File: src/common/dual_conv_pkg.sv
// Shared constants and types for the dual converter output path and its capture end
// Overview of operation
// - Each channel has its own sample clock
// - Sample taken on rising channel clock edge
// - Result appears seven clock cycles after capture
// - Output changes after edge, captured next edge
// - Format pin low offset binary, high twos
// - Swap select high routes A-A, B-B
// - Swap select low crosses channels between ports
// - Select tied to clock gives two words/cycle
// - Capture takes a word each select edge
// - Multiplexed mode keeps both channels powered up
// - Disable pin high turns port off
// - One power-down pin idles only its channel
// - Both power-downs also stop shared references
// - Discard data about 5 ms after full wake
// - Single-channel wake within several clock cycles
// - Stabiliser enable regenerates 50 percent internal clock
// - Wait 2 to 3 us after rate change
// - Stop clock of idle channel with stabiliser
// - Keep sample rate at least 1 MSPS
package dual_conv_pkg;
  localparam int DATA_W = 14;
  localparam int PIPE_DEPTH = 7;
  localparam logic [13:0] MSB_FLIP = 14'h2000;
  localparam logic [13:0] DATA_RESET = 14'h0000;
  localparam int CLK_PERIOD_NS = 25;
  localparam int REF_WAKE_MS = 5;
  localparam int REF_WAKE_CYC = (REF_WAKE_MS * 1000000) / CLK_PERIOD_NS;
  localparam int DLL_LOCK_US = 3;
  localparam int DLL_LOCK_CYC = (DLL_LOCK_US * 1000 + CLK_PERIOD_NS - 1) / CLK_PERIOD_NS;
  localparam int CHAN_WAKE_CYC = 4;
  localparam int MIN_RATE_KSPS = 1000;
  localparam int MAX_DIV = (1000000 / MIN_RATE_KSPS) / CLK_PERIOD_NS;
  localparam logic [7:0] DIV_RESET = 8'h01;
  typedef enum logic [2:0] {
    CAP_IDLE = 3'b001,
    CAP_SETTLE = 3'b010,
    CAP_RUN = 3'b100
  } cap_state_type;
endpackage : dual_conv_pkg

File: src/common/dual_conv_if.sv
// Pin-level link between the converter end and the capture end
`timescale 1ns/1ps
`default_nettype none
interface dual_conv_if;
  logic clk_a_en;
  logic clk_b_en;
  logic port_swap_select;
  logic output_format_select;
  logic duty_stabiliser_enable;
  logic chan_a_powerdown;
  logic chan_b_powerdown;
  logic port_a_output_disable_n;
  logic port_b_output_disable_n;
  logic [13:0] port_a_data;
  logic [13:0] port_b_data;
  logic port_a_oe;
  logic port_b_oe;
  modport converter (
    input clk_a_en, clk_b_en, port_swap_select, output_format_select, duty_stabiliser_enable,
    input chan_a_powerdown, chan_b_powerdown, port_a_output_disable_n, port_b_output_disable_n,
    output port_a_data, port_b_data, port_a_oe, port_b_oe
  );
  modport capture (
    output clk_a_en, clk_b_en, port_swap_select, output_format_select, duty_stabiliser_enable,
    output chan_a_powerdown, chan_b_powerdown, port_a_output_disable_n, port_b_output_disable_n,
    input port_a_data, port_b_data, port_a_oe, port_b_oe
  );
endinterface : dual_conv_if
`default_nettype wire

File: src/rtl/capture_host.sv
// Capture end: makes sample clocks, drives control pins, takes the output words
`timescale 1ns/1ps
`default_nettype none
module capture_host #(
  parameter int REF_WAKE_CYCLES = dual_conv_pkg::REF_WAKE_CYC
) (
  // Clock and reset
  input wire logic CORE_CLK,
  input wire logic RST,
  // Link
  dual_conv_if.capture LINK,
  // User controls
  input wire logic [7:0] CLK_DIV,
  input wire logic MUX_MODE,
  input wire logic MUX_PORT_B,
  input wire logic TWOS_COMP,
  input wire logic STAB_EN,
  input wire logic PDWN_REQ_A,
  input wire logic PDWN_REQ_B,
  // Captured words
  output logic [13:0] WORD_DATA,
  output logic WORD_CHAN_B,
  output logic WORD_VALID,
  input wire logic WORD_READY,
  output logic BUSY
);
  logic [7:0] div_r;
  logic [7:0] div_cnt_r;
  logic edge_r;
  logic sel_r;
  logic sel_d_r;
  logic pd_a_r;
  logic pd_b_r;
  logic [2:0] disc_r;
  logic [22:0] wait_r;
  logic was_full_r;
  dual_conv_pkg::cap_state_type st_r;
  logic [13:0] buf_d [2];
  logic buf_c [2];
  logic [1:0] cnt_r;
  logic wp_r;
  logic rp_r;
  logic in_v;
  logic [13:0] in_d;
  logic in_c;
  logic in_rdy;
  logic busy_r;

  // Divider: one-cycle sample edge; rate floor keeps 1 MSPS or faster
  always_ff @(posedge CORE_CLK or posedge RST) begin
    if (RST) begin
      div_r <= dual_conv_pkg::DIV_RESET;
      div_cnt_r <= 8'h00;
      edge_r <= 1'b0;
    end else begin
      div_r <= (CLK_DIV > 8'(dual_conv_pkg::MAX_DIV)) ? 8'(dual_conv_pkg::MAX_DIV) :
               ((CLK_DIV < 8'h02) ? 8'h02 : CLK_DIV);
      edge_r <= 1'b0;
      if (div_cnt_r >= div_r - 8'h01) begin
        div_cnt_r <= 8'h00;
        edge_r <= 1'b1;
      end else begin
        div_cnt_r <= div_cnt_r + 8'h01;
      end
    end
  end

  // Select high for the first half of the period, low for the second
  always_ff @(posedge CORE_CLK or posedge RST) begin
    if (RST) begin
      sel_r <= 1'b1;
    end else if (MUX_MODE) begin
      sel_r <= (div_cnt_r < (div_r >> 1));
    end else begin
      sel_r <= 1'b1;
    end
  end

  // Select as the converter latched it; port words lag the select pin by one cycle
  always_ff @(posedge CORE_CLK or posedge RST) begin
    if (RST) begin
      sel_d_r <= 1'b1;
    end else begin
      sel_d_r <= sel_r;
    end
  end

  // Power-down pins forced low in multiplexed mode
  always_ff @(posedge CORE_CLK or posedge RST) begin
    if (RST) begin
      pd_a_r <= 1'b0;
      pd_b_r <= 1'b0;
    end else begin
      pd_a_r <= PDWN_REQ_A && !MUX_MODE;
      pd_b_r <= PDWN_REQ_B && !MUX_MODE;
    end
  end

  // Stopped clock for a powered-down channel when stabiliser is on
  assign LINK.clk_a_en = edge_r && !(STAB_EN && pd_a_r);
  assign LINK.clk_b_en = edge_r && !(STAB_EN && pd_b_r);
  assign LINK.port_swap_select = sel_r;
  assign LINK.output_format_select = TWOS_COMP;
  assign LINK.duty_stabiliser_enable = STAB_EN;
  assign LINK.chan_a_powerdown = pd_a_r;
  assign LINK.chan_b_powerdown = pd_b_r;
  // In multiplexed mode the unused port is disabled to save power and noise
  assign LINK.port_a_output_disable_n = MUX_MODE && MUX_PORT_B;
  assign LINK.port_b_output_disable_n = MUX_MODE && !MUX_PORT_B;

  // Validity tracker: wait after full wake or a rate change under the stabiliser, then drop words for seven sample edges
  always_ff @(posedge CORE_CLK or posedge RST) begin
    if (RST) begin
      st_r <= dual_conv_pkg::CAP_IDLE;
      wait_r <= 23'h00_0000;
      disc_r <= 3'h0;
      was_full_r <= 1'b0;
    end else begin
      was_full_r <= pd_a_r && pd_b_r;
      unique case (st_r)
        dual_conv_pkg::CAP_IDLE: begin
          if (!(pd_a_r && pd_b_r)) begin
            st_r <= dual_conv_pkg::CAP_SETTLE;
            wait_r <= was_full_r ? 23'(REF_WAKE_CYCLES) : 23'(dual_conv_pkg::DLL_LOCK_CYC);
          end
        end
        dual_conv_pkg::CAP_SETTLE: begin
          if (wait_r != 23'h00_0000) begin
            wait_r <= wait_r - 23'h00_0001;
          end else begin
            st_r <= dual_conv_pkg::CAP_RUN;
            disc_r <= 3'(dual_conv_pkg::PIPE_DEPTH);
          end
        end
        dual_conv_pkg::CAP_RUN: begin
          if (pd_a_r && pd_b_r) begin
            st_r <= dual_conv_pkg::CAP_IDLE;
          end else if (div_r != ((CLK_DIV > 8'(dual_conv_pkg::MAX_DIV)) ? 8'(dual_conv_pkg::MAX_DIV) :
                                 ((CLK_DIV < 8'h02) ? 8'h02 : CLK_DIV)) && STAB_EN) begin
            st_r <= dual_conv_pkg::CAP_SETTLE;
            wait_r <= 23'(dual_conv_pkg::DLL_LOCK_CYC);
          end else if (edge_r && disc_r != 3'h0) begin
            disc_r <= disc_r - 3'h1;
          end
        end
      endcase
    end
  end

  // Take a word on each edge; two per period in multiplexed mode, one cycle after each half starts
  always_comb begin
    in_d = MUX_PORT_B ? LINK.port_b_data : LINK.port_a_data;
    in_c = MUX_MODE ? (sel_d_r == MUX_PORT_B) : MUX_PORT_B;
    in_v = (st_r == dual_conv_pkg::CAP_RUN) && disc_r == 3'h0 &&
           (MUX_MODE ? (div_cnt_r == 8'h01 || div_cnt_r == (div_r >> 1) + 8'h01) : edge_r);
  end
  assign in_rdy = (cnt_r != 2'h2);

  // Two-entry buffer; words arriving while it is full are dropped
  always_ff @(posedge CORE_CLK or posedge RST) begin
    if (RST) begin
      cnt_r <= 2'h0;
      wp_r <= 1'b0;
      rp_r <= 1'b0;
      buf_d[0] <= dual_conv_pkg::DATA_RESET;
      buf_d[1] <= dual_conv_pkg::DATA_RESET;
      buf_c[0] <= 1'b0;
      buf_c[1] <= 1'b0;
    end else begin
      if (in_v && in_rdy) begin
        buf_d[wp_r] <= in_d;
        buf_c[wp_r] <= in_c;
        wp_r <= ~wp_r;
      end
      if (cnt_r != 2'h0 && WORD_READY) begin
        rp_r <= ~rp_r;
      end
      cnt_r <= cnt_r + 2'((in_v && in_rdy) ? 1 : 0) - 2'((cnt_r != 2'h0 && WORD_READY) ? 1 : 0);
    end
  end

  // Registered busy flag; valid, word and channel come straight from the buffer head
  always_ff @(posedge CORE_CLK or posedge RST) begin
    if (RST) begin
      busy_r <= 1'b1;
    end else begin
      busy_r <= (st_r != dual_conv_pkg::CAP_RUN) || (disc_r != 3'h0);
    end
  end
  assign WORD_VALID = (cnt_r != 2'h0);
  assign WORD_DATA = buf_d[rp_r];
  assign WORD_CHAN_B = buf_c[rp_r];
  assign BUSY = busy_r;
endmodule : capture_host
`default_nettype wire

File: src/flat_wrapper.sv
// flat-port wrapper written by rule: the top's interface ports become plain ports
module capture_host_flat 
#(
  parameter int REF_WAKE_CYCLES = dual_conv_pkg::REF_WAKE_CYC
)
  (CORE_CLK, RST, CLK_DIV, MUX_MODE, MUX_PORT_B, TWOS_COMP, STAB_EN, PDWN_REQ_A, PDWN_REQ_B, WORD_DATA, WORD_CHAN_B, WORD_VALID, WORD_READY, BUSY, LINK_clk_a_en, LINK_clk_b_en, LINK_port_swap_select, LINK_output_format_select, LINK_duty_stabiliser_enable, LINK_chan_a_powerdown, LINK_chan_b_powerdown, LINK_port_a_output_disable_n, LINK_port_b_output_disable_n, LINK_port_a_data, LINK_port_b_data, LINK_port_a_oe, LINK_port_b_oe);
  dual_conv_if LINK_i ();
  input wire logic CORE_CLK;
  input wire logic RST;
  input wire logic [7:0] CLK_DIV;
  input wire logic MUX_MODE;
  input wire logic MUX_PORT_B;
  input wire logic TWOS_COMP;
  input wire logic STAB_EN;
  input wire logic PDWN_REQ_A;
  input wire logic PDWN_REQ_B;
  output logic [13:0] WORD_DATA;
  output logic WORD_CHAN_B;
  output logic WORD_VALID;
  input wire logic WORD_READY;
  output logic BUSY;
  output wire logic [$bits(LINK_i.clk_a_en)-1:0] LINK_clk_a_en;
  output wire logic [$bits(LINK_i.clk_b_en)-1:0] LINK_clk_b_en;
  output wire logic [$bits(LINK_i.port_swap_select)-1:0] LINK_port_swap_select;
  output wire logic [$bits(LINK_i.output_format_select)-1:0] LINK_output_format_select;
  output wire logic [$bits(LINK_i.duty_stabiliser_enable)-1:0] LINK_duty_stabiliser_enable;
  output wire logic [$bits(LINK_i.chan_a_powerdown)-1:0] LINK_chan_a_powerdown;
  output wire logic [$bits(LINK_i.chan_b_powerdown)-1:0] LINK_chan_b_powerdown;
  output wire logic [$bits(LINK_i.port_a_output_disable_n)-1:0] LINK_port_a_output_disable_n;
  output wire logic [$bits(LINK_i.port_b_output_disable_n)-1:0] LINK_port_b_output_disable_n;
  input wire logic [$bits(LINK_i.port_a_data)-1:0] LINK_port_a_data;
  input wire logic [$bits(LINK_i.port_b_data)-1:0] LINK_port_b_data;
  input wire logic [$bits(LINK_i.port_a_oe)-1:0] LINK_port_a_oe;
  input wire logic [$bits(LINK_i.port_b_oe)-1:0] LINK_port_b_oe;
  assign LINK_clk_a_en = LINK_i.clk_a_en;
  assign LINK_clk_b_en = LINK_i.clk_b_en;
  assign LINK_port_swap_select = LINK_i.port_swap_select;
  assign LINK_output_format_select = LINK_i.output_format_select;
  assign LINK_duty_stabiliser_enable = LINK_i.duty_stabiliser_enable;
  assign LINK_chan_a_powerdown = LINK_i.chan_a_powerdown;
  assign LINK_chan_b_powerdown = LINK_i.chan_b_powerdown;
  assign LINK_port_a_output_disable_n = LINK_i.port_a_output_disable_n;
  assign LINK_port_b_output_disable_n = LINK_i.port_b_output_disable_n;
  assign LINK_i.port_a_data = LINK_port_a_data;
  assign LINK_i.port_b_data = LINK_port_b_data;
  assign LINK_i.port_a_oe = LINK_port_a_oe;
  assign LINK_i.port_b_oe = LINK_port_b_oe;
  capture_host #(.REF_WAKE_CYCLES(REF_WAKE_CYCLES)) u_core (.CORE_CLK(CORE_CLK), .RST(RST), .LINK(LINK_i), .CLK_DIV(CLK_DIV), .MUX_MODE(MUX_MODE), .MUX_PORT_B(MUX_PORT_B), .TWOS_COMP(TWOS_COMP), .STAB_EN(STAB_EN), .PDWN_REQ_A(PDWN_REQ_A), .PDWN_REQ_B(PDWN_REQ_B), .WORD_DATA(WORD_DATA), .WORD_CHAN_B(WORD_CHAN_B), .WORD_VALID(WORD_VALID), .WORD_READY(WORD_READY), .BUSY(BUSY));
endmodule
File: config.mk
export PLATFORM = sky130hd
export DESIGN_NAME = capture_host_flat
export DESIGN_NICKNAME = d
export VERILOG_FILES = /design/src/common/dual_conv_pkg.sv /design/src/common/dual_conv_if.sv /design/src/rtl/capture_host.sv /design/src/flat_wrapper.sv
export SDC_FILE = /design/constraint.sdc
export NUM_CORES = 1
export LEC_CHECK = 0
export ABC_AREA = 0
export BUFFER_PORTS_ARGS = -buffer_cell sky130_fd_sc_hd__buf_4
export CORE_UTILIZATION = 25
export CTS_CLUSTER_SIZE = 20
export DETAILED_ROUTE_END_ITERATION = 6
export GPL_TIMING_DRIVEN = 0
export PLACE_DENSITY = 0.51
export SETUP_SLACK_MARGIN = 0.4
export SLEW_MARGIN = 20
export SYNTH_ARGS = -nofsm -noshare
export SYNTH_HDL_FRONTEND = slang
export SYNTH_SLANG_ARGS = --single-unit
File: constraint.sdc
create_clock -name CORE_CLK -period 6.85 [get_ports CORE_CLK]
set_input_delay 0.3425 -clock CORE_CLK [delete_from_list [all_inputs] [get_ports CORE_CLK]]
set_output_delay 0.3425 -clock CORE_CLK [all_outputs]
set_load 0.01 [all_outputs]
# Word level (Yosys, flattened, before mapping)
# Index checks and enable logic that the tools add are counted.
# totals
reg_bits	86
input_bits	47
output_inout_bits	26
word_cells	122
# op_classes
n_addsub	7
order_cmp	7
eq_ne	17
n_mux	38
bitwise	4
reduce_logical	30
# ops
cell	n
$mux W23	4
$mux W14	5
$pmux W23 S3	1
$bwmux W28	1
$mux W3	8
$mux W8	3
$reduce_bool A23 Y1	1
$sub A23 B1 Y23 const B	1
$mux W18	1
$logic_and A1 B1 Y1	16
$demux W14 S1	1
$mux W1	10
$ne A2 B2 Y1 const B	5
$pmux W3 S3	1
$add A7 B1 Y8 const B	1
$add A8 B1 Y8 const B	1
$eq A8 B1 Y1 const B	1
$eq A8 B8 Y1	1
$ge A8 B8 Y1	1
$gt A8 B6 Y1 const B	1
$lt A8 B2 Y1 const B	1
$lt A8 B7 Y1	1
$ne A8 B8 Y1	1
$sub A8 B1 Y8 const B	1
other kinds (25)	35

# Longest topological paths before layout
# Gate-level depths: netlist of run 1.
# depth
depth_word	9
ltp_mapped	12

# Least setup slack after synthesis of run 1
# OpenSTA, ideal clock, no wires.
# synth_timing
path_kind	reg2reg
startpoint	reg u_core.div_r[2]
endpoint	reg u_core.buf_d[0] (netlist bit)
arrival_time_ns	2.493
required_ns	6.725
path_slack_ns	4.232
path_stages_with_launch	11
cell_sequence	dfrtp_1 -> clkbuf_1 -> inv_1 -> ha_1 -> xor2_1 -> nor3_1 -> o2111ai_1 -> nor3_1 -> o211a_2 -> buf_2 -> mux2_2
# synth_between
elab_chain_len	6
# synth_lines
item	line_no	source
from (decl)	capture_host.sv:27	logic [7:0] div_r;
from (signal assigned)	capture_host.sv:52	div_r <= dual_conv_pkg::DIV_RESET;
from (signal assigned)	capture_host.sv:56	div_r <= (CLK_DIV > 8'(dual_conv_pkg::MAX_DIV)) ? 8'(dual_conv_pkg::MAX_DIV) :
$add A7 B1 Y8	capture_host.sv:155	(MUX_MODE ? (div_cnt_r == 8'h01 || div_cnt_r == (div_r >> 1) + 8'h01) : edge_r);
$eq A8 B8 Y1	capture_host.sv:155	
$logic_or A1 B1 Y1	capture_host.sv:155	
$mux W1	capture_host.sv:155	
$logic_and A1 B1 Y1	capture_host.sv:154	in_v = (st_r == dual_conv_pkg::CAP_RUN) && disc_r == 3'h0 &&
$logic_and A1 B1 Y1	capture_host.sv:170	if (in_v && in_rdy) begin
to (signal, indexed assignment)	capture_host.sv:171	buf_d[wp_r] <= in_d;
to (decl)	capture_host.sv:38	logic [13:0] buf_d [2];
# Every way passes these cells.
# A chain may end at the register's enable or synchronous reset.

# Final worst setup path of run 1
# layout_timing
startpoint	reg u_core.div_r[2]
endpoint	reg u_core.buf_d[1] (netlist bit)
# The elaborated chain is that of the path after synthesis.

==> impl_metrics.json, run 1 <==
{
  "regToRegStartpoint": "u_core.div_r[2]$_DFF_PP0_",
  "finish.instance_area_mm2": 0.00639,
  "cp_slowest_stage_delay_ns": 0.42,
  "crit_slowest_cell": "nor3_1",
  "core_area_mm2": 0.0203,
  "leakagePower_uw": 0.00297,
  "slew_violations": 0,
  "dieArea_mm2": 0.0214,
  "synth_fa_ha_area_share_pct": 6.25,
  "grt-ovfl-total": 0,
  "synth_mux_area_share_pct": 13.3,
  "core.rowCount": 52,
  "synth_flop_cell": "dfrtp_1",
  "synth-compound-area-share_pct": 14.2,
  "fin_crit_sh_pct": 48.1,
  "cts_root_buf": "clkbuf_16",
  "setup_violations": 0,
  "dp_hpwl_um": 9150,
  "place_area_mm2": 0.00608,
  "grt_max_degree": 46,
  "outcome": "finished clean",
  "relSlewSlack_pct": 52.8,
  "netlist_top_cells_count": "dfrtp_1, mux2_2, nor2_1",
  "fin_setup_tns_ns": 0,
  "synthTopCellsByArea": "dfrtp_1, mux2_2, ha_1",
  "antenna_found_initial": 0,
  "finalCriticalPeriod_ns": 3.30,
  "worstPathArrival_ns": 3.53,
  "worstSetupPathType": "flip-flop to flip-flop",
  "start_util_pct": 25.6,
  "hold_viol_final": 0,
  "drive_gt1_share_pct": 30.4,
  "die_y_um": 146,
  "max-vdd-ir-drop_uv": 101,
  "avgViaCountPerCell": 4.79,
  "portBuffers": 67,
  "drc": 0,
  "synth_most_common_cell": "dfrtp_1",
  "rrSetupSlack_ns": 3.55,
  "drv_cap": 0,
  "timing.rr.end": "u_core.buf_d[1]$_DFFE_PP0P_",
  "die_w_um": 146,
  "cp_common_cell": "nor3_1",
  "synth_edf_count": 0,
  "globalplace.congestion": 0.764,
  "first_global_vias": 4271,
  "syn_avg_cell_area_um2": 10.2,
  "syn_area_mm2": 0.00520,
  "drtPass1Iterations": 4,
  "netlist_instances": 510,
  "first_iter_violations": 145,
  "finClkSkew_ns": 0.00922,
  "cp.required_ns": 7.08,
  "ant_nets": 0,
  "tightest_slew_ns": 0.706,
  "yosysTopAreaCell": "dfrtp_1",
  "worst_setup_path_start_kind": "flip-flop",
  "h-tree-depth": 3,
  "post_cts_buffers": 0,
  "synth_top_family_by_area": "simple AND/OR/NAND/NOR gates",
  "totalWireLength_um": 12300,
  "async_flop_share_pct": 100,
  "synth_seq_cells": 86,
  "cp-startpoint": "u_core.div_r[2]$_DFF_PP0_",
  "clockBufferDepth": 2,
  "cts_sinks": 86,
  "yosys_warnings": 0,
  "critPathMaxFanout": 10,
  "holdBufCountCts": 0,
  "max_freq_mhz": 303,
  "numCtsBuffers": 9,
  "grt_first_pass_wirelength_um": 21000,
  "yosysSeqAreaShare_pct": 41.5,
  "clk_pin_slew_ns": 0.06,
  "cts_tree": "done",
  "n_fill_cell": 2114,
  "pin_count": 73,
  "min_path_type": "input pin to async pin",
  "clk_latency_ns": 0.35,
  "vias": 4144,
  "syn_to_final_growth_pct": 22.8,
  "critical_path.endpoint_type": "flip-flop",
  "wl_per_cell_um": 14.2,
  "synthDistinctLibCells": 73,
  "reg2regPathDepth": 10,
  "yosys.area_share.simple_pct": 16.0,
  "netlist.area_leader.share_pct": 39.0,
  "nets": 663,
  "cts_resized": 0,
  "crit_chain": "clkbuf_1 -> inv_1 -> ha_1 -> xor2_1 -> nor3_1 -> o2111ai_1 -> nor3_1 -> o211a_2 -> buf_2 -> mux2_2",
  "track_usage_pct": 12.0,
  "antenna_cells": 0,
  "rsz0062_at_grt": "false",
  "powerDensity_mw_per_mm2": 261,
  "synth-xor-area-share_pct": 4.38
}
registers in the layout, summed over array words and instances (netlist names), 2 cells and up:
name,count
u_core.buf_d,28
u_core.wait_r,23
u_core.div_cnt_r,8
u_core.div_r,8
u_core.disc_r,3
u_core.st_r,3
u_core.buf_c,2
u_core.cnt_r,2
layer usage:
| metal | wire [um] | up-vias | track usage (%) |
|---|---|---|---|
| met5 | 0 | - | 0 |
| met4 | 211 | 0 | 5.05 |
| met3 | 569 | 15 | 2.53 |
| met2 | 5710 | 93 | 19.6 |
| met1 | 5760 | 2043 | 15.5 |
| li1 | - | 1993 | - |
through the flow:
step                      setup slack (ns)  hold slack (ns)  power (uW)  util [%]  std cells
after floorplan                       4.23            0.377        1020         -        511
after global placement                3.11            0.368        1150      29.8        848
after detailed placement              3.50            0.372        1170      29.9        849
after CTS                             3.48           0.0803        1700      31.5        865
after global routing                  3.23            0.111        1790      31.5        865
final                                 3.55           0.0614        1670      31.5        865
power by group:
group          total, uW  switching (uW)  internal (uW)
registers            688            95.8            592
logic                464             240            224
clock network        517             218            299
final cells by class:
type                       instances  area (um^2)  area share (%)
multi-input combinational        375         2820            44.2
sequential                        86         2160            33.8
timing repair buffer              68          531            8.30
tap                              270          338            5.28
clock buffer                      10          239            3.74
buffer                            24          126            1.98
inverter                          26          103            1.61
clock inverter                     6         75.1            1.17
cell families (layout without fill, tap and decap cells):
kind of cell | after synthesis | count (layout)
other | 1 | 2
AOI/OAI and AO/OA | 101 | 101
buffers and inverters | 50 | 134
and+or+nand+nor | 158 | 158
adders and majority gates | 26 | 26
xor gates and xnor gates | 26 | 26
muxes | 62 | 62
DFF | 86 | 86
how the worst max path moves through the flow:
| stage | endpoint | slack (ns) | cells past startpoint |
|---|---|---|---|
| 4_1_cts | u_core.buf_d[8]$_DFFE_PP0P_ | 3.48 | 10 |
| 5_1_grt | u_core.buf_d[1]$_DFFE_PP0P_ | 3.23 | 10 |
| 3_3_place_gp | u_core.div_r[7]$_DFF_PP0_ | 3.11 | 2 |
| 6_report | u_core.buf_d[1]$_DFFE_PP0P_ | 3.55 | 10 |
| 3_5_place_dp | u_core.buf_d[9]$_DFFE_PP0P_ | 3.50 | 10 |
| 2_1_floorplan | u_core.buf_d[0]$_DFFE_PP0P_ | 4.23 | 10 |
worst max-delay path: cells and delay by family (launching register included):
kind	cells	cell delay (ns)
AO/OA/AOI/OAI	2	0.52
AND/OR/NAND/NOR	2	0.61
XOR/XNOR	1	0.16
flip-flops	1	0.34
adder cells (fa/ha/maj)	1	0.33
multiplexers	1	0.37
buffers and inverters	3	0.84
placed cells by master (no fill, tap or decap), types with 3 or more instances in the layout:
cell type | netlist | routed
o21ai_2 | 4 | 4
o22a_1 | 5 | 5
nor2_1 | 35 | 35
nor2b_1 | 8 | 8
nor3_1 | 23 | 23
o31ai_1 | 4 | 4
and3_1 | 6 | 6
o21a_1 | 8 | 8
clkbuf_1 | 12 | 12
ha_1 | 26 | 26
or2_1 | 3 | 3
xnor2_1 | 18 | 18
mux2_2 | 59 | 59
o21ai_0 | 10 | 10
clkbuf_16 | 0 | 9
nor3b_1 | 3 | 3
nand2b_1 | 6 | 6
a21boi_0 | 3 | 3
xor2_1 | 8 | 8
a21o_1 | 4 | 4
dfstp_2 | 5 | 5
mux2i_1 | 3 | 3
dfrtp_1 | 81 | 81
nor4_1 | 5 | 5
buf_2 | 6 | 6
or4_1 | 3 | 3
nand2_1 | 28 | 28
inv_1 | 25 | 24
a211oi_1 | 4 | 4
inv_6 | 0 | 3
nand3_1 | 13 | 13
a21oi_1 | 16 | 16
a31oi_1 | 19 | 19
and2_1 | 3 | 3
buf_4 | 2 | 69
or3_1 | 7 | 7
Power figures use the tool's default switching activity.
==> run 2, diff against run 1 <==
- ABC_AREA: 0 -> 1
- PLACE_DENSITY: 0.51 -> 0.52
- clock period: 6.85 -> 3 ns (I/O delays scaled with it)
==> impl_metrics.json, run 2 <==
{
  "syn_avg_cell_area_um2": 7.53,
  "worstSetupPathType": "flip-flop to flip-flop",
  "dp_hpwl_um": 10200,
  "core_area_mm2": 0.0218,
  "cts_root_buf": "clkbuf_16",
  "reg_top3": "u_core.buf_d (28), u_core.wait_r (23)",
  "cp.required_ns": 3.27,
  "finalCriticalPeriod_ns": 2.43,
  "critical_path.endpoint_type": "flip-flop",
  "swShare_pct": 39.0,
  "yosys_warnings": 0,
  "leakagePower_uw": 0.00358,
  "cts_tree": "done",
  "n_fill_cell": 2364,
  "pin_count": 73,
  "intPower_uw": 2620,
  "clk_pin_slew_ns": 0.07,
  "post-place-ws_ns": 0.275,
  "syn_area_mm2": 0.00558,
  "synth_seq_cells": 86,
  "grt_first_pass_wirelength_um": 23100,
  "wl_per_cell_um": 12.4,
  "avgViaCountPerCell": 4.44,
  "crit_slowest_cell": "dfrtp_2",
  "drive_gt1_share_pct": 19.6,
  "final_common_cell": "nand2_1",
  "netlist.area_leader.share_pct": 36.3,
  "synth_most_common_cell": "nand2_1",
  "pwr-share-seq_pct": 38.0,
  "start_util_pct": 25.6,
  "finClkSkew_ns": 0.00916,
  "track_usage_pct": 12.9,
  "place_area_mm2": 0.00647,
  "clockBufferDepth": 2,
  "largest_register": "u_core.buf_d",
  "critPathMaxFanout": 5,
  "netlist_top_cells_count": "nand2_1, dfrtp_1, inv_1",
  "first_iter_violations": 229,
  "die_w_um": 151,
  "globalplace.congestion": 0.760,
  "worst_setup_path_start_kind": "flip-flop",
  "netlist_instances": 741,
  "max_freq_mhz": 411,
  "post-route-util_pct": 31.8,
  "drv_cap": 0,
  "dp_cells": 1090,
  "crit_chain": "inv_4 -> ha_4 -> nand2_2 -> nand4_1 -> nor3_2 -> xor2_1 -> ha_1 -> a21oi_1 -> o2111ai_4 -> nor3b_2",
  "postLayoutSetupSlackWorst_ns": 0.568,
  "antenna_found_initial": 0,
  "powerDensity_mw_per_mm2": 619,
  "h-tree-depth": 3,
  "outcome": "finished clean",
  "combPwrFrac_pct": 36.0,
  "pwr-share-clk_pct": 26.0,
  "synth_flop_cell": "dfrtp_1",
  "core.rowCount": 54,
  "max-vdd-ir-drop_uv": 281,
  "setup_violations": 0,
  "totalWireLength_um": 13900,
  "cts_sinks": 86,
  "yosysTopAreaCell": "dfrtp_1",
  "p_switching_uw": 1680,
  "worst-path-buf-inv": 1,
  "antenna_cells": 0,
  "worstPathArrival_ns": 2.70,
  "synthDistinctLibCells": 41,
  "dieArea_mm2": 0.0229,
  "grt-ovfl-total": 0,
  "syn_to_final_growth_pct": 24.4,
  "final_cell_mix": "nand2_1, dfrtp_1, buf_4, nor2_1, inv_1",
  "hold_viol_final": 0,
  "finalNonFillerCells": 1116,
  "synth_edf_count": 0,
  "first_global_vias": 4745,
  "fin_crit_sh_pct": 81.1,
  "largest_reg_flops": 28,
  "drtPass1Iterations": 5,
  "vias": 4954,
  "portBuffers": 67,
  "min_path_type": "input pin to flip-flop",
  "relSlewSlack_pct": 53.7,
  "rsz0062_at_grt": "true",
  "grt_max_degree": 67,
  "nets": 904,
  "clk_latency_ns": 0.35,
  "async_flop_share_pct": 100,
  "cp_slowest_stage_delay_ns": 0.41,
  "die_y_um": 151,
  "slew_violations": 0,
  "finish.instance_area_mm2": 0.00694,
  "p_total_uw": 4300,
  "drc": 0,
  "crit_family": "simple AND/OR/NAND/NOR gates",
  "synthTopCellsByArea": "dfrtp_1, nand2_1, ha_1",
  "tightest_slew_ns": 0.689,
  "numCtsBuffers": 9,
  "yosysSeqAreaShare_pct": 38.7,
  "ant_nets": 0
}
run 2: cell types whose count changed after synthesis, sizes merged, moves of 7 or more:
cell and delta:
nand2 +216, inv +48, nand3 +46, mux2 -45, nor2 +39, nand4 +35, a31oi -19, xor2 +16
nor3 -15, buf +10, xnor2 -9, o21a -8, nor2b -7, or3 -7
run 2: final cells by class:
class / count / area, um^2 / area share [%]
Buffer: 30 / 174 / 2.51
Clock buffer: 10 / 239 / 3.44
Multi-Input combinational cell: 552 / 3060 / 44.2
Timing Repair Buffer: 77 / 606 / 8.73
Tap cell: 280 / 350 / 5.05
Sequential cell: 86 / 2160 / 31.1
Clock inverter: 6 / 52.6 / 0.757
Inverter: 75 / 292 / 4.20
run 2: path summary, 6_finish.rpt:
check	start	cells past startpoint	endpoint	slack (ns)
worst max-delay path	u_core.div_r[2]$_DFF_PP0_	10	u_core.div_cnt_r[2]$_DFF_PP0_	0.57
worst min-delay path	PDWN_REQ_B	3	u_core.LINK.chan_b_powerdown$_DFF_PP0_	0.02
worst max register to register	u_core.div_r[2]$_DFF_PP0_	10	u_core.div_cnt_r[2]$_DFF_PP0_	0.57
worst min register to register	u_core.LINK.port_swap_select$_DFF_PP1_	0	u_core.sel_d_r$_DFF_PP1_	0.37
max in group asynchronous	RST	4	u_core.LINK.port_swap_select$_DFF_PP1_	2.07
min in group asynchronous	RST	3	u_core.buf_d[22]$_DFFE_PP0P_	0.30
run 2: worst min-delay path: cells and delay by family:
family	cells	cell delay, ns
buffers and inverters	2	0.15
AND/OR/NAND/NOR	1	0.03
run 2: through the flow:
stage	hold WS, ns	setup TNS [ns]
after floorplan	0.193	0
after global placement	0.324	-56.57
after detailed placement	0.113	0
after CTS	0.00103	0
after global routing	0.0175	0
final	0.0178	0
run 2: power by group through the flow:
stage               registers [uW]  logic (uW)  clock network, uW
finish                        1630        1550               1120
global route                  1670        1800               1210
global placement              1650        1470                  0
detailed placement            1650        1500                  0
floorplan                     1580        1130                  0
CTS                           1630        1510               1160
run 2: routing by layer:
| metal | global-route usage [%] | routed length (um) |
|---|---|---|
| met5 | 0 | 0 |
| met3 | 3.07 | 596 |
| met1 | 17.0 | 6730 |
| met2 | 21.2 | 6440 |
| met4 | 2.85 | 101 |
run 2: timing repair:
item                       CTS  global route
gates resized for setup      1            20
cloned                       0             1
hold buffers                 3             0
setup endpoints to repair    9             9
pin swaps                    0             9
buffers inserted             0             6
hold endpoints to repair    23             0
run 2: cells by family (layout without fill, tap and decap cells):
group | Yosys count | count (layout) | share of synthesized area, %
AOI/OAI and AO/OA | 36 | 37 | 3.97
xor gates and xnor gates | 33 | 33 | 5.18
adders and majority gates | 26 | 26 | 5.83
buffers and inverters | 105 | 198 | 8.16
DFF | 86 | 86 | 38.7
muxes | 14 | 14 | 2.83
other | 1 | 2 | 0.0672
and+or+nand+nor | 440 | 440 | 35.3
==> run 3, diff against run 2 <==
- PLACE_DENSITY: 0.52 -> 0.51
- clock period: 3 -> 2.4 ns (I/O delays scaled with it)
==> impl_metrics.json, run 3 (synthesis results as in run 2) <==
{
  "outcome": "finished clean",
  "portBuffers": 67,
  "core.rowCount": 54,
  "totalWireLength_um": 15000,
  "wl_per_cell_um": 13.2,
  "setup_violations": 0,
  "cts_root_buf": "clkbuf_16",
  "finalCriticalPeriod_ns": 2.26,
  "grt_max_degree": 29,
  "post-place-ws_ns": -0.0897,
  "relSlewSlack_pct": 60.0,
  "powerDensity_mw_per_mm2": 759,
  "syn_to_final_growth_pct": 36.0,
  "post-route-util_pct": 34.8,
  "drive_gt1_share_pct": 28.6,
  "h-tree-depth": 3,
  "rsz0062_at_grt": "true",
  "start_util_pct": 25.6,
  "worstPathArrival_ns": 2.49,
  "largest_reg_flops": 28,
  "dp_hpwl_um": 10600,
  "antenna_cells": 0,
  "final_common_cell": "nand2_1",
  "drv_cap": 0,
  "cp.required_ns": 2.63,
  "critPathMaxFanout": 4,
  "finClkSkew_ns": 0.00968,
  "fin_hold_ws_ns": 0.0393,
  "slew_violations": 0,
  "numCtsBuffers": 9,
  "grt_first_pass_wirelength_um": 24200,
  "postLayoutSetupSlackWorst_ns": 0.144,
  "die_y_um": 151,
  "vias": 5165,
  "min_path_type": "input pin to flip-flop",
  "track_usage_pct": 13.5,
  "worst_setup_path_start_kind": "flip-flop",
  "grt-ovfl-total": 0,
  "leakagePower_uw": 0.00388,
  "nets": 929,
  "clk_pin_slew_ns": 0.08,
  "cts_tree": "done",
  "dp_cells": 1092,
  "drtPass1Iterations": 4,
  "hold_viol_final": 0,
  "fin_crit_sh_pct": 94.0,
  "clockBufferDepth": 2,
  "core_area_mm2": 0.0218,
  "clk_latency_ns": 0.35,
  "ant_nets": 0,
  "first_global_vias": 4856,
  "antenna_found_initial": 0,
  "globalplace.congestion": 0.799,
  "largest_register": "u_core.buf_d",
  "tightest_slew_ns": 0.600,
  "final_cell_mix": "nand2_1, buf_4, dfrtp_1, inv_1, nor2_1",
  "finalNonFillerCells": 1141,
  "cts_sinks": 86,
  "dieArea_mm2": 0.0229,
  "first_iter_violations": 209,
  "pin_count": 73,
  "critical_path.endpoint_type": "flip-flop",
  "worstSetupPathType": "flip-flop to flip-flop",
  "reg_top3": "u_core.buf_d (28), u_core.wait_r (23)",
  "avgViaCountPerCell": 4.53,
  "max-vdd-ir-drop_uv": 300,
  "drc": 0,
  "die_w_um": 151,
  "max_freq_mhz": 443
}
run 3: cell count changes in the layout (fill, tap and decap cells not counted), moves of 4 or more:
| cell | previous run | this run |
|---|---|---|
| ha_1 | 24 | 20 |
| nand2_2 | 7 | 27 |
| nand2_1 | 235 | 206 |
| nor2_1 | 71 | 64 |
| buf_2 | 13 | 9 |
| inv_2 | 1 | 6 |
| nand2_4 | 2 | 10 |
| ha_4 | 2 | 6 |
| buf_4 | 75 | 90 |
| buf_8 | 0 | 4 |
| inv_1 | 70 | 65 |
| nor2_2 | 0 | 6 |
run 3: stage by stage:
stage               total power [uW]  cell area, um^2  setup TNS [ns]
detailed placement              3990             6570          -0.133
floorplan                       3430             5640               0
global route                    6210             7590               0
CTS                             5640             7230               0
finish                          5760             7590               0
global placement                3940             6490        -0.00835
run 3: critical path, cell delays in order (launching register included):
cell and delay, ns:
dfrtp_2 0.43, inv_4 0.10, ha_4 0.13, nand4_1 0.14, buf_4 0.17, xor2_1 0.14, ha_1 0.31, nand2_1 0.10
nor2_4 0.13, nand4_1 0.15, buf_4 0.19, o2111ai_4 0.09, nor2_1 0.06
run 3: power breakdown:
part,total (uW),internal (uW),leakage (uW),switching [uW]
Sequential,2100,1730,0.00111,373
Combinational,2180,935,0.00263,1240
Clock,1470,821,0.000143,653
run 3: worst paths after layout:
| kind | from | endpoint | slack (ns) | cells past startpoint |
|---|---|---|---|---|
| max | u_core.div_r[1]$_DFF_PP0_ | u_core.div_cnt_r[1]$_DFF_PP0_ | 0.14 | 12 |
| min | CLK_DIV[6] | u_core.div_r[5]$_DFF_PP0_ | 0.04 | 3 |
| max reg2reg | u_core.div_r[1]$_DFF_PP0_ | u_core.div_cnt_r[1]$_DFF_PP0_ | 0.14 | 12 |
| min reg2reg | u_core.LINK.port_swap_select$_DFF_PP1_ | u_core.sel_d_r$_DFF_PP1_ | 0.38 | 0 |
| max in group asynchronous | RST | u_core.sel_d_r$_DFF_PP1_ | 1.06 | 6 |
| min in group asynchronous | RST | u_core.wait_r[0]$_DFFE_PP0P_ | 0.38 | 3 |
run 3: timing repair:
action,in CTS,in global routing
resized for setup,39,65
pin swaps,15,30
hold endpoints to repair,23,0
hold buffers,4,0
gates cloned,4,2
endpoints found under the setup margin,76,80
buffers inserted,14,9
run 3: layer usage:
layer,global-route usage [%],vias up,share of wire [%]
met2,21.7,108,46
met3,1.93,20,4.3
li1,-,2633,-
met5,0,-,0
met1,18.1,2404,48
met4,5.25,0,1.8
run 3: area by class of cell:
type,instances,area (um^2)
Multi-Input combinational cell,552,3340
Sequential cell,86,2160
Buffer,30,223
Timing Repair Buffer,102,915
Inverter,75,292
Clock inverter,7,80.1
Fill cell,2281,14200
Clock buffer,9,225
Tap cell,280,350
